### src/core/ubpc_pkg.sv
/*
  Constants for the UART bridge pin-control block: field positions of the
  modem status, enhanced features and interrupt enable images, and the
  settle width of the pin synchronisers.
  Assumes a single 100 MHz clock domain.
*/
package ubpc_pkg;
  localparam int UBPC_CHANS = 2;
  localparam int UBPC_SYNC_STAGES = 3;
  // Modem status bit that shows clear-to-send
  localparam int UBPC_MSR_CTS_BIT = 4;
  // Enhanced features bit that enables automatic clear-to-send
  localparam int UBPC_EFR_AUTO_CTS_BIT = 7;
  // Interrupt enable / cause bit positions
  localparam int UBPC_IRQ_RX_DATA = 0;
  localparam int UBPC_IRQ_TX_SPACE = 1;
  localparam int UBPC_IRQ_RX_ERR = 2;
  localparam int UBPC_IRQ_MODEM = 3;
  localparam int UBPC_IRQ_PIN_CHG = 4;
  localparam int UBPC_IRQ_W = 5;
  localparam logic [7:0] UBPC_REG_RESET = 8'h00;
  // Base address bit 6..2 of the slave address; bits 1:0 come from pins
  localparam logic [6:0] UBPC_I2C_BASE_ADDR = 7'h48;
  typedef enum logic {UBPC_MODE_SPI, UBPC_MODE_I2C} ubpc_mode_t;
endpackage

### src/core/ubpc_sync.sv
/*
  Three-flop pin synchroniser with agreement filter.
  Assumes the input is asynchronous to clk_i; the output changes only
  when the second and third stages agree.
*/
`timescale 1ns/10ps
module ubpc_sync
  import ubpc_pkg::*;
#(
  parameter logic RESET_VAL = 1'b1
)
(
  input wire logic clk_i,
  input wire logic resetn_i,
  input wire logic async_i,
  output logic level_o
);
  typedef struct packed {
    logic s1;
    logic s2;
    logic s3;
    logic lvl;
  } ubpc_sync_st_t;
  ubpc_sync_st_t st_q;
  ubpc_sync_st_t st_d;

  always_comb
  begin
    st_d = st_q;
    st_d.s1 = async_i;
    st_d.s2 = st_q.s1;
    st_d.s3 = st_q.s2;
    if (st_q.s2 == st_q.s3)
    begin
      st_d.lvl = st_q.s3;
    end
  end

  always_ff @(posedge clk_i or negedge resetn_i)
  begin
    if (!resetn_i)
    begin
      st_q <= {4{RESET_VAL}};
    end
    else
    begin
      st_q <= st_d;
    end
  end

  assign level_o = st_q.lvl;
endmodule

### src/core/ubpc_top.sv
/*
  Pin-level control of a dual-channel UART bridge: host interface select,
  shared chip-select / address pin, clear-to-send status and gating, and
  the open-drain interrupt output.
  Assumes the UART datapath supplies per-channel event pulses and the
  register file supplies the enable and feature bytes.

  Host interface select:
    The bus-select pin is filtered like any other pin and its settled
    level picks I2C (high) or SPI (low). Both mode outputs come from one
    register, so exactly one of them is high at any time.

  Shared select / address pin:
    In SPI mode the filtered pin is the active-low chip select and the
    select output follows it combinationally from the filter registers.
    In I2C mode the filtered pin and the second address pin form the low
    two bits of the slave address. The address register freezes while the
    filtered bus-select level is low, at the same clock edge as the mode register.

  Clear-to-send:
    Each channel's pin is filtered, shown inverted in the status image
    and compared with its previous filtered level to give a one-cycle
    change pulse. Transmit is permitted unless automatic flow control is
    on and the remote end is not ready.

  Interrupt:
    Enabled causes latch into a pending word per channel; a clear pulse
    empties the word, but a cause arriving in the same cycle still
    latches. The pin itself is open-drain: the data level is always low
    and the output enable follows the OR of the pending words one cycle late.

  Reset leaves the filters at the inactive pin levels, so the real pin
  levels appear a few cycles after reset is released.
*/
// Behaviour
// - Bus-select high gives I2C slave mode, low gives SPI slave mode.
// - In SPI mode the shared pin is the active-low, filtered chip select.
// - In I2C mode shared pin plus address bit 1 set slave address.
// - Low clear-to-send means the remote end accepts transmit data.
// - Clear-to-send state appears in modem status bit 4 per channel.
// - Clear-to-send gates transmit only with auto flow control bit 7 set.
// - Interrupt is open-drain, active low, only for enabled sources.
// - Causes: pin change, receive error, data, transmit space, modem change.
`timescale 1ns/10ps
module ubpc_top
  import ubpc_pkg::*;
#(
  parameter int CHANS = UBPC_CHANS
)
(
  input wire logic clk_i,
  input wire logic resetn_i,
  input wire logic bus_select_i,
  input wire logic chip_select_or_addr_bit0_i,
  input wire logic address_select_bit1_i,
  input wire logic clear_to_send_chan_a_n_i,
  input wire logic clear_to_send_chan_b_n_i,
  input wire logic [7:0] enhanced_features_reg_a_i,
  input wire logic [7:0] enhanced_features_reg_b_i,
  input wire logic [7:0] interrupt_enable_reg_a_i,
  input wire logic [7:0] interrupt_enable_reg_b_i,
  input wire logic [CHANS-1:0] pin_change_i,
  input wire logic [CHANS-1:0] rx_error_i,
  input wire logic [CHANS-1:0] rx_data_avail_i,
  input wire logic [CHANS-1:0] tx_space_avail_i,
  input wire logic [CHANS-1:0] cause_clear_i,
  output logic i2c_mode_o,
  output logic spi_mode_o,
  output logic spi_select_o,
  output logic [6:0] i2c_slave_addr_o,
  output logic [7:0] modem_status_reg_a_o,
  output logic [7:0] modem_status_reg_b_o,
  output logic [CHANS-1:0] tx_allowed_o,
  output logic irq_n_o,
  output logic irq_n_oe_o
);
  typedef struct packed {
    logic mode;
    logic [6:0] addr;
    logic [CHANS-1:0] cts_prev;
    logic [CHANS-1:0] delta_cts;
    logic [CHANS-1:0][UBPC_IRQ_W-1:0] pend;
    logic [CHANS-1:0] tx_ok;
    logic irq;
  } ubpc_st_t;
  ubpc_st_t st_q;
  ubpc_st_t st_d;

  logic sel_s;
  logic a0_s;
  logic a1_s;
  logic [CHANS-1:0] cts_n_raw;
  logic [CHANS-1:0] cts_n_s;
  logic [CHANS-1:0][7:0] enhanced_features_reg;
  logic [CHANS-1:0][7:0] interrupt_enable_reg;
  logic [CHANS-1:0][UBPC_IRQ_W-1:0] ev;
  logic [CHANS-1:0][7:0] modem_status_reg;

  assign cts_n_raw = {clear_to_send_chan_b_n_i, clear_to_send_chan_a_n_i};
  assign enhanced_features_reg = {enhanced_features_reg_b_i, enhanced_features_reg_a_i};
  assign interrupt_enable_reg = {interrupt_enable_reg_b_i, interrupt_enable_reg_a_i};

  ubpc_sync #(.RESET_VAL(1'b1)) u_sync_sel
  (
    .clk_i(clk_i),
    .resetn_i(resetn_i),
    .async_i(bus_select_i),
    .level_o(sel_s)
  );
  // Schmitt-style filtering of the shared select pin
  ubpc_sync #(.RESET_VAL(1'b1)) u_sync_a0
  (
    .clk_i(clk_i),
    .resetn_i(resetn_i),
    .async_i(chip_select_or_addr_bit0_i),
    .level_o(a0_s)
  );
  ubpc_sync #(.RESET_VAL(1'b1)) u_sync_a1
  (
    .clk_i(clk_i),
    .resetn_i(resetn_i),
    .async_i(address_select_bit1_i),
    .level_o(a1_s)
  );

  genvar g;
  generate
    for (g = 0; g < CHANS; g++)
    begin : g_cts
      ubpc_sync #(.RESET_VAL(1'b1)) u_sync_cts
      (
        .clk_i(clk_i),
        .resetn_i(resetn_i),
        .async_i(cts_n_raw[g]),
        .level_o(cts_n_s[g])
      );
      always_comb
      begin
        ev[g] = '0;
        ev[g][UBPC_IRQ_RX_DATA] = rx_data_avail_i[g];
        ev[g][UBPC_IRQ_TX_SPACE] = tx_space_avail_i[g];
        ev[g][UBPC_IRQ_RX_ERR] = rx_error_i[g];
        ev[g][UBPC_IRQ_MODEM] = st_q.delta_cts[g];
        ev[g][UBPC_IRQ_PIN_CHG] = pin_change_i[g];
      end

      always_comb
      begin
        modem_status_reg[g] = UBPC_REG_RESET;
        // Level bit reads high while the remote end is ready
        modem_status_reg[g][UBPC_MSR_CTS_BIT] = !cts_n_s[g];
        // Change bit pulses for one cycle after a level change
        modem_status_reg[g][0] = st_q.delta_cts[g];
      end
    end
  endgenerate

  always_comb
  begin
    st_d = st_q;
    st_d.mode = sel_s;
    if (sel_s)
    begin
      st_d.addr = {UBPC_I2C_BASE_ADDR[6:2], a1_s, a0_s};
    end
    st_d.cts_prev = cts_n_s;
    st_d.irq = 1'b0;
    for (int c = 0; c < CHANS; c++)
    begin
      st_d.delta_cts[c] = cts_n_s[c] ^ st_q.cts_prev[c];
      // High clear-to-send holds data back only under auto flow control
      st_d.tx_ok[c] = !enhanced_features_reg[c][UBPC_EFR_AUTO_CTS_BIT] || !cts_n_s[c];
      if (cause_clear_i[c])
      begin
        st_d.pend[c] = '0;
      end
      // Set wins over clear; only enabled causes latch
      st_d.pend[c] = st_d.pend[c] | (ev[c] & interrupt_enable_reg[c][UBPC_IRQ_W-1:0]);
      st_d.irq = st_d.irq | (|st_q.pend[c]);
    end
  end

  always_ff @(posedge clk_i or negedge resetn_i)
  begin
    if (!resetn_i)
    begin
      st_q <= '0;
      st_q.mode <= 1'b1;
      st_q.addr <= UBPC_I2C_BASE_ADDR;
      st_q.cts_prev <= '1;
      st_q.tx_ok <= '1;
    end
    else
    begin
      st_q <= st_d;
    end
  end

  assign i2c_mode_o = (st_q.mode == UBPC_MODE_I2C);
  assign spi_mode_o = (st_q.mode == UBPC_MODE_SPI);
  assign spi_select_o = spi_mode_o && !a0_s;
  assign i2c_slave_addr_o = st_q.addr;
  assign modem_status_reg_a_o = modem_status_reg[0];
  assign modem_status_reg_b_o = modem_status_reg[1];
  assign tx_allowed_o = st_q.tx_ok;
  assign irq_n_o = 1'b0;
  assign irq_n_oe_o = st_q.irq;
endmodule

### config.mk
export PLATFORM = sky130hd
export DESIGN_NAME = ubpc_top
export DESIGN_NICKNAME = d
export VERILOG_FILES = /design/src/core/ubpc_pkg.sv /design/src/core/ubpc_sync.sv /design/src/core/ubpc_top.sv
export SDC_FILE = /design/constraint.sdc
export NUM_CORES = 1
export LEC_CHECK = 0
export ABC_AREA = 1
export BUFFER_PORTS_ARGS = -buffer_cell sky130_fd_sc_hd__clkbuf_2
export CORE_ASPECT_RATIO = 0.6
export CORE_MARGIN = 8
export CORE_UTILIZATION = 40
export CTS_BUF_LIST = sky130_fd_sc_hd__clkbuf_16
export DETAILED_ROUTE_END_ITERATION = 16
export GPL_TIMING_DRIVEN = 0
export PLACE_DENSITY = 0.75
export SETUP_SLACK_MARGIN = 0.5
export SLEW_MARGIN = 20
export SYNTH_ARGS = -nofsm -noshare
export SYNTH_HDL_FRONTEND = slang
export SYNTH_HIERARCHICAL = 1
export SYNTH_SLANG_ARGS = --single-unit
### constraint.sdc
create_clock -name clk_i -period 0.8 [get_ports clk_i]
set_input_delay 0.16 -clock clk_i [delete_from_list [all_inputs] [get_ports clk_i]]
set_output_delay 0.16 -clock clk_i [all_outputs]
set_load 0.005 [all_outputs]
==> results by group <==
Outcome
  – Run status: complete, but fails checks
  – Failing checks: hold timing, setup timing

Final layout
  – Post-layout util: 0.614
  – Layout area overhead: 47.1%
  – Footprint of the multi-input gates: between 300 and 400 sq um
  – Final cell count without fillers: ~260
  – Share of cells above drive strength 1: 0.628
  – ANT cells: 0
  – Fillers: 314
  – Final net count: between 200 and 300
  – Reg area: between 1000 and 1500 sq um

Logic synthesis
  – Async SR Flop Fraction: 1.00
  – Post-synth top area share: 0.430
  – Commonest cells post-synth: dfstp_2 (25), buf_4 (24), nand2_1 (23)
  – Synthesized area: 1530 sq um
  – Cells after Synth: 139
  – Dominant cells by area after synthesis: dfstp_2 (43%), dfrtp_1 (25%), buf_4 (12%), nand2_1 (5.7%), inv_1 (4.9%)
  – YS warnings: 6
  – Top-count cell post-synth: dfstp_2
  – Post-synth top flop: dfstp_2
  – Post-synth cell types: 11
  – Post-synth EDFFs: 0
  – Sequential fraction of the synthesis area: 0.676
  – Synthesized area per cell: 11.0 sq um
  – Register bit total from synthesis: 40
  – Yosys top cell by area: dfstp_2

Floorplan
  – DIE HEIGHT: 63.9 um
  – Core region area: 3660 sq um
  – DIE WIDTH: 95.8 um
  – I/O pin count: 79
  – FP Rows: 17
  – Die area: 6120 sq um
  – Starting Density: 0.418

Global routing
  – GRT Util Overall: 0.0948
  – Vias in the first global route: 950
  – Largest net degree at the start of global routing: 41
  – Grt total ovfl: 0
  – Antenna violations before repair: 0
  – Global-route wire length before repair: 4.39 mm

Critical path
  – Crit path required time: 0.64 ns
  – Worst r2r path cells: 3
  – Crit path cell chain: inv_1 -> clkbuf_2
  – CP Launch Type: flop
  – Worst Path Arrival: 0.97 ns
  – Setup crit end kind: output port
  – Crit Path Max Fanout: 2
  – Crit-path max cell delay: ~0.55 ns
  – Crit Path Category: flop to output port
  – R2R Setup Slk: -0.16 ns
  – CP max-delay cell: dfstp_2
  – Reg2reg end: modem_status_reg_b_o[0]
  – Launch point of the worst reg-to-reg path: g_cts[1].u_sync_cts/level_o

Detailed routing
  – WL final: 2.88 mm
  – Vias per cell: roughly 3.9
  – Initial DRC Count: 12
  – Via count: approximately 1,000
  – Detailed-route DRC error count: 0
  – Antenna viol nets, final: 0
  – Routed WL per cell: 11.0 um
  – DRT Pass-1 Iters: 3

Power
  – Max rail drop VDD: ~1.5 mV
  – Pleak: ~1.2 nW
  – Overall Power: 0.00544 W
  – PD cells: about 2400 nW/um^2

Job
  – Max cap viols: 0

Clocking
  – H-tree Lvls: 2
  – Clock Sinks: 40
  – TritonCTS clock tree: yes
  – Clk root buf: clkbuf_16
  – Clock transition at path regs: ~0.060 ns
  – Worst-Skew Late Latency: 0.28 ns
  – Num CTS Buffers: 5
  – Clock tree buffer depth: 2

Timing
  – Final Skew: between 0.004 and 0.005 ns
  – Worst hold margin: -0.156 ns
  – Final min period: 1.13 ns
  – Setup TNS Final: -4.39 ns
  – Fin. max-slew vios: 0
  – Worst Setup Slack, final: -0.331 ns
  – Max Clk Rate: 884 MHz
  – RSZ-0062 raised after global routing: true
  – Count of final hold-check violations: 20
  – Tcrit/Tclk final: 1.41
  – Setup Viol. Count Final: 26

Place
  – Port Buffers: 40
  – GP Congestion: 0.695
  – Post-Place Cells: 242
  – Post-place setup slack: -0.164 ns
  – Hpwl dp: 2.04 mm

Hold path
  – Worst hold path type: input pin to asynchronous set/reset pin
[critical path: cells and delay by family (launching register included)]
family / cells / cell delay (ns)
buffers and inverters: 2 / 0.14
DFF: 1 / 0.55
[placed cells by master, fill, tap and decap left out]
| cell | Yosys | routed |
|---|---|---|
| a21oi_1 | 5 | 1 |
| a21oi_2 | 0 | 4 |
| buf_2 | 0 | 1 |
| buf_4 | 24 | 21 |
| buf_6 | 0 | 19 |
| bufinv_16 | 0 | 1 |
| clkbuf_16 | 0 | 5 |
| clkbuf_2 | 0 | 35 |
| clkinvlp_4 | 0 | 1 |
| conb_1 | 2 | 18 |
| dfrtp_1 | 15 | 15 |
| dfstp_2 | 25 | 25 |
| inv_1 | 20 | 12 |
| inv_2 | 0 | 8 |
| inv_6 | 0 | 1 |
| nand2_1 | 23 | 15 |
| nand2_2 | 1 | 8 |
| nand2_4 | 0 | 1 |
| nor2_1 | 10 | 9 |
| nor2_2 | 0 | 1 |
| o21ai_1 | 0 | 8 |
| o21ai_2 | 0 | 4 |
| xor2_1 | 2 | 2 |
[final cells by class]
cell class	instances	share of cell area
Sequential cell	40	0.459
Clock buffer	5	0.0557
Multi-Input combinational cell	71	0.159
Timing Repair Buffer	52	0.155
Buffer	24	0.0902
Inverter	20	0.0334
Clock inverter	3	0.0206
Tap cell	47	0.0262
[repair_timing]
action	CTS	global route
pin swaps	4	5
endpoints found under the hold margin	22	21
buffers inserted	7	5
gates resized for setup	21	18
setup endpoints to repair	87	87
[per-stage QoR]
| step | instance area (sq um) | hold slack [ns] |
|---|---|---|
| global placement | 1870 | 0.247 |
| finish | 2250 | -0.156 |
| global route | 2250 | -0.122 |
| floorplan | 1610 | -0.136 |
| CTS | 2160 | -0.108 |
| detailed placement | 1870 | 0.250 |
[power by group]
group,internal [W],switching (W)
sequential,0.00228,0.000121
combinational,0.000477,0.000314
clock,0.00148,0.000775
total,0.00423,0.00121
[state kept, by name (all words and copies together), names as in the netlist]
| signal | cells |
|---|---|
| u_sync_sel/st_q | 1 |
| g_cts.u_sync_cts/st_d | 4 |
| i2c_mode_o | 1 |
| st_q | 12 |
| g_cts.u_sync_cts/level_o | 2 |
| modem_status_reg_b_o | 1 |
| u_sync_sel/st_d | 2 |
| i2c_slave_addr_o | 2 |
| irq_n_oe_o | 1 |
| u_sync_a1/st_q | 1 |
| u_sync_a0/st_d | 2 |
| u_sync_a0/level_o | 1 |
| u_sync_a1/level_o | 1 |
| modem_status_reg_a_o | 1 |
| tx_allowed_o | 2 |
| u_sync_sel/level_o | 1 |
| u_sync_a1/st_d | 2 |
| g_cts.u_sync_cts/st_q | 2 |
| u_sync_a0/st_q | 1 |
[routing by layer]
metal	vias up	global-route usage	part of all wire
li1	528	-	-
met1	449	0.104	0.41
met2	26	0.151	0.50
met3	7	0.0431	0.079
met4	0	0.0514	0.018
met5	-	0	0
[cell families after synthesis]
logic type | count (synthesis) | share of synthesized area
buf+inv | 44 | 0.167
flops | 40 | 0.676
simple gates | 34 | 0.0852
compound gates | 17 | 0.0557
xor+xnor | 2 | 0.0115
other cells | 2 | 0.00492
[worst max path at each step]
stage	cells after the start	endpoint	from	slack, ns
after global placement	1	st_q[3]	resetn_i	-0.15
final	2	modem_status_reg_b_o[4]	g_cts[1].u_sync_cts/level_o	-0.33
after floorplan	2	g_cts[0].u_sync_cts/level_o	g_cts[0].u_sync_cts/level_o	0.02
after CTS	2	modem_status_reg_b_o[4]	g_cts[1].u_sync_cts/level_o	-0.34
after detailed placement	1	i2c_slave_addr_o[0]	resetn_i	-0.16
after global routing	2	modem_status_reg_b_o[4]	g_cts[1].u_sync_cts/level_o	-0.36
Power figures use the tool's default switching activity.
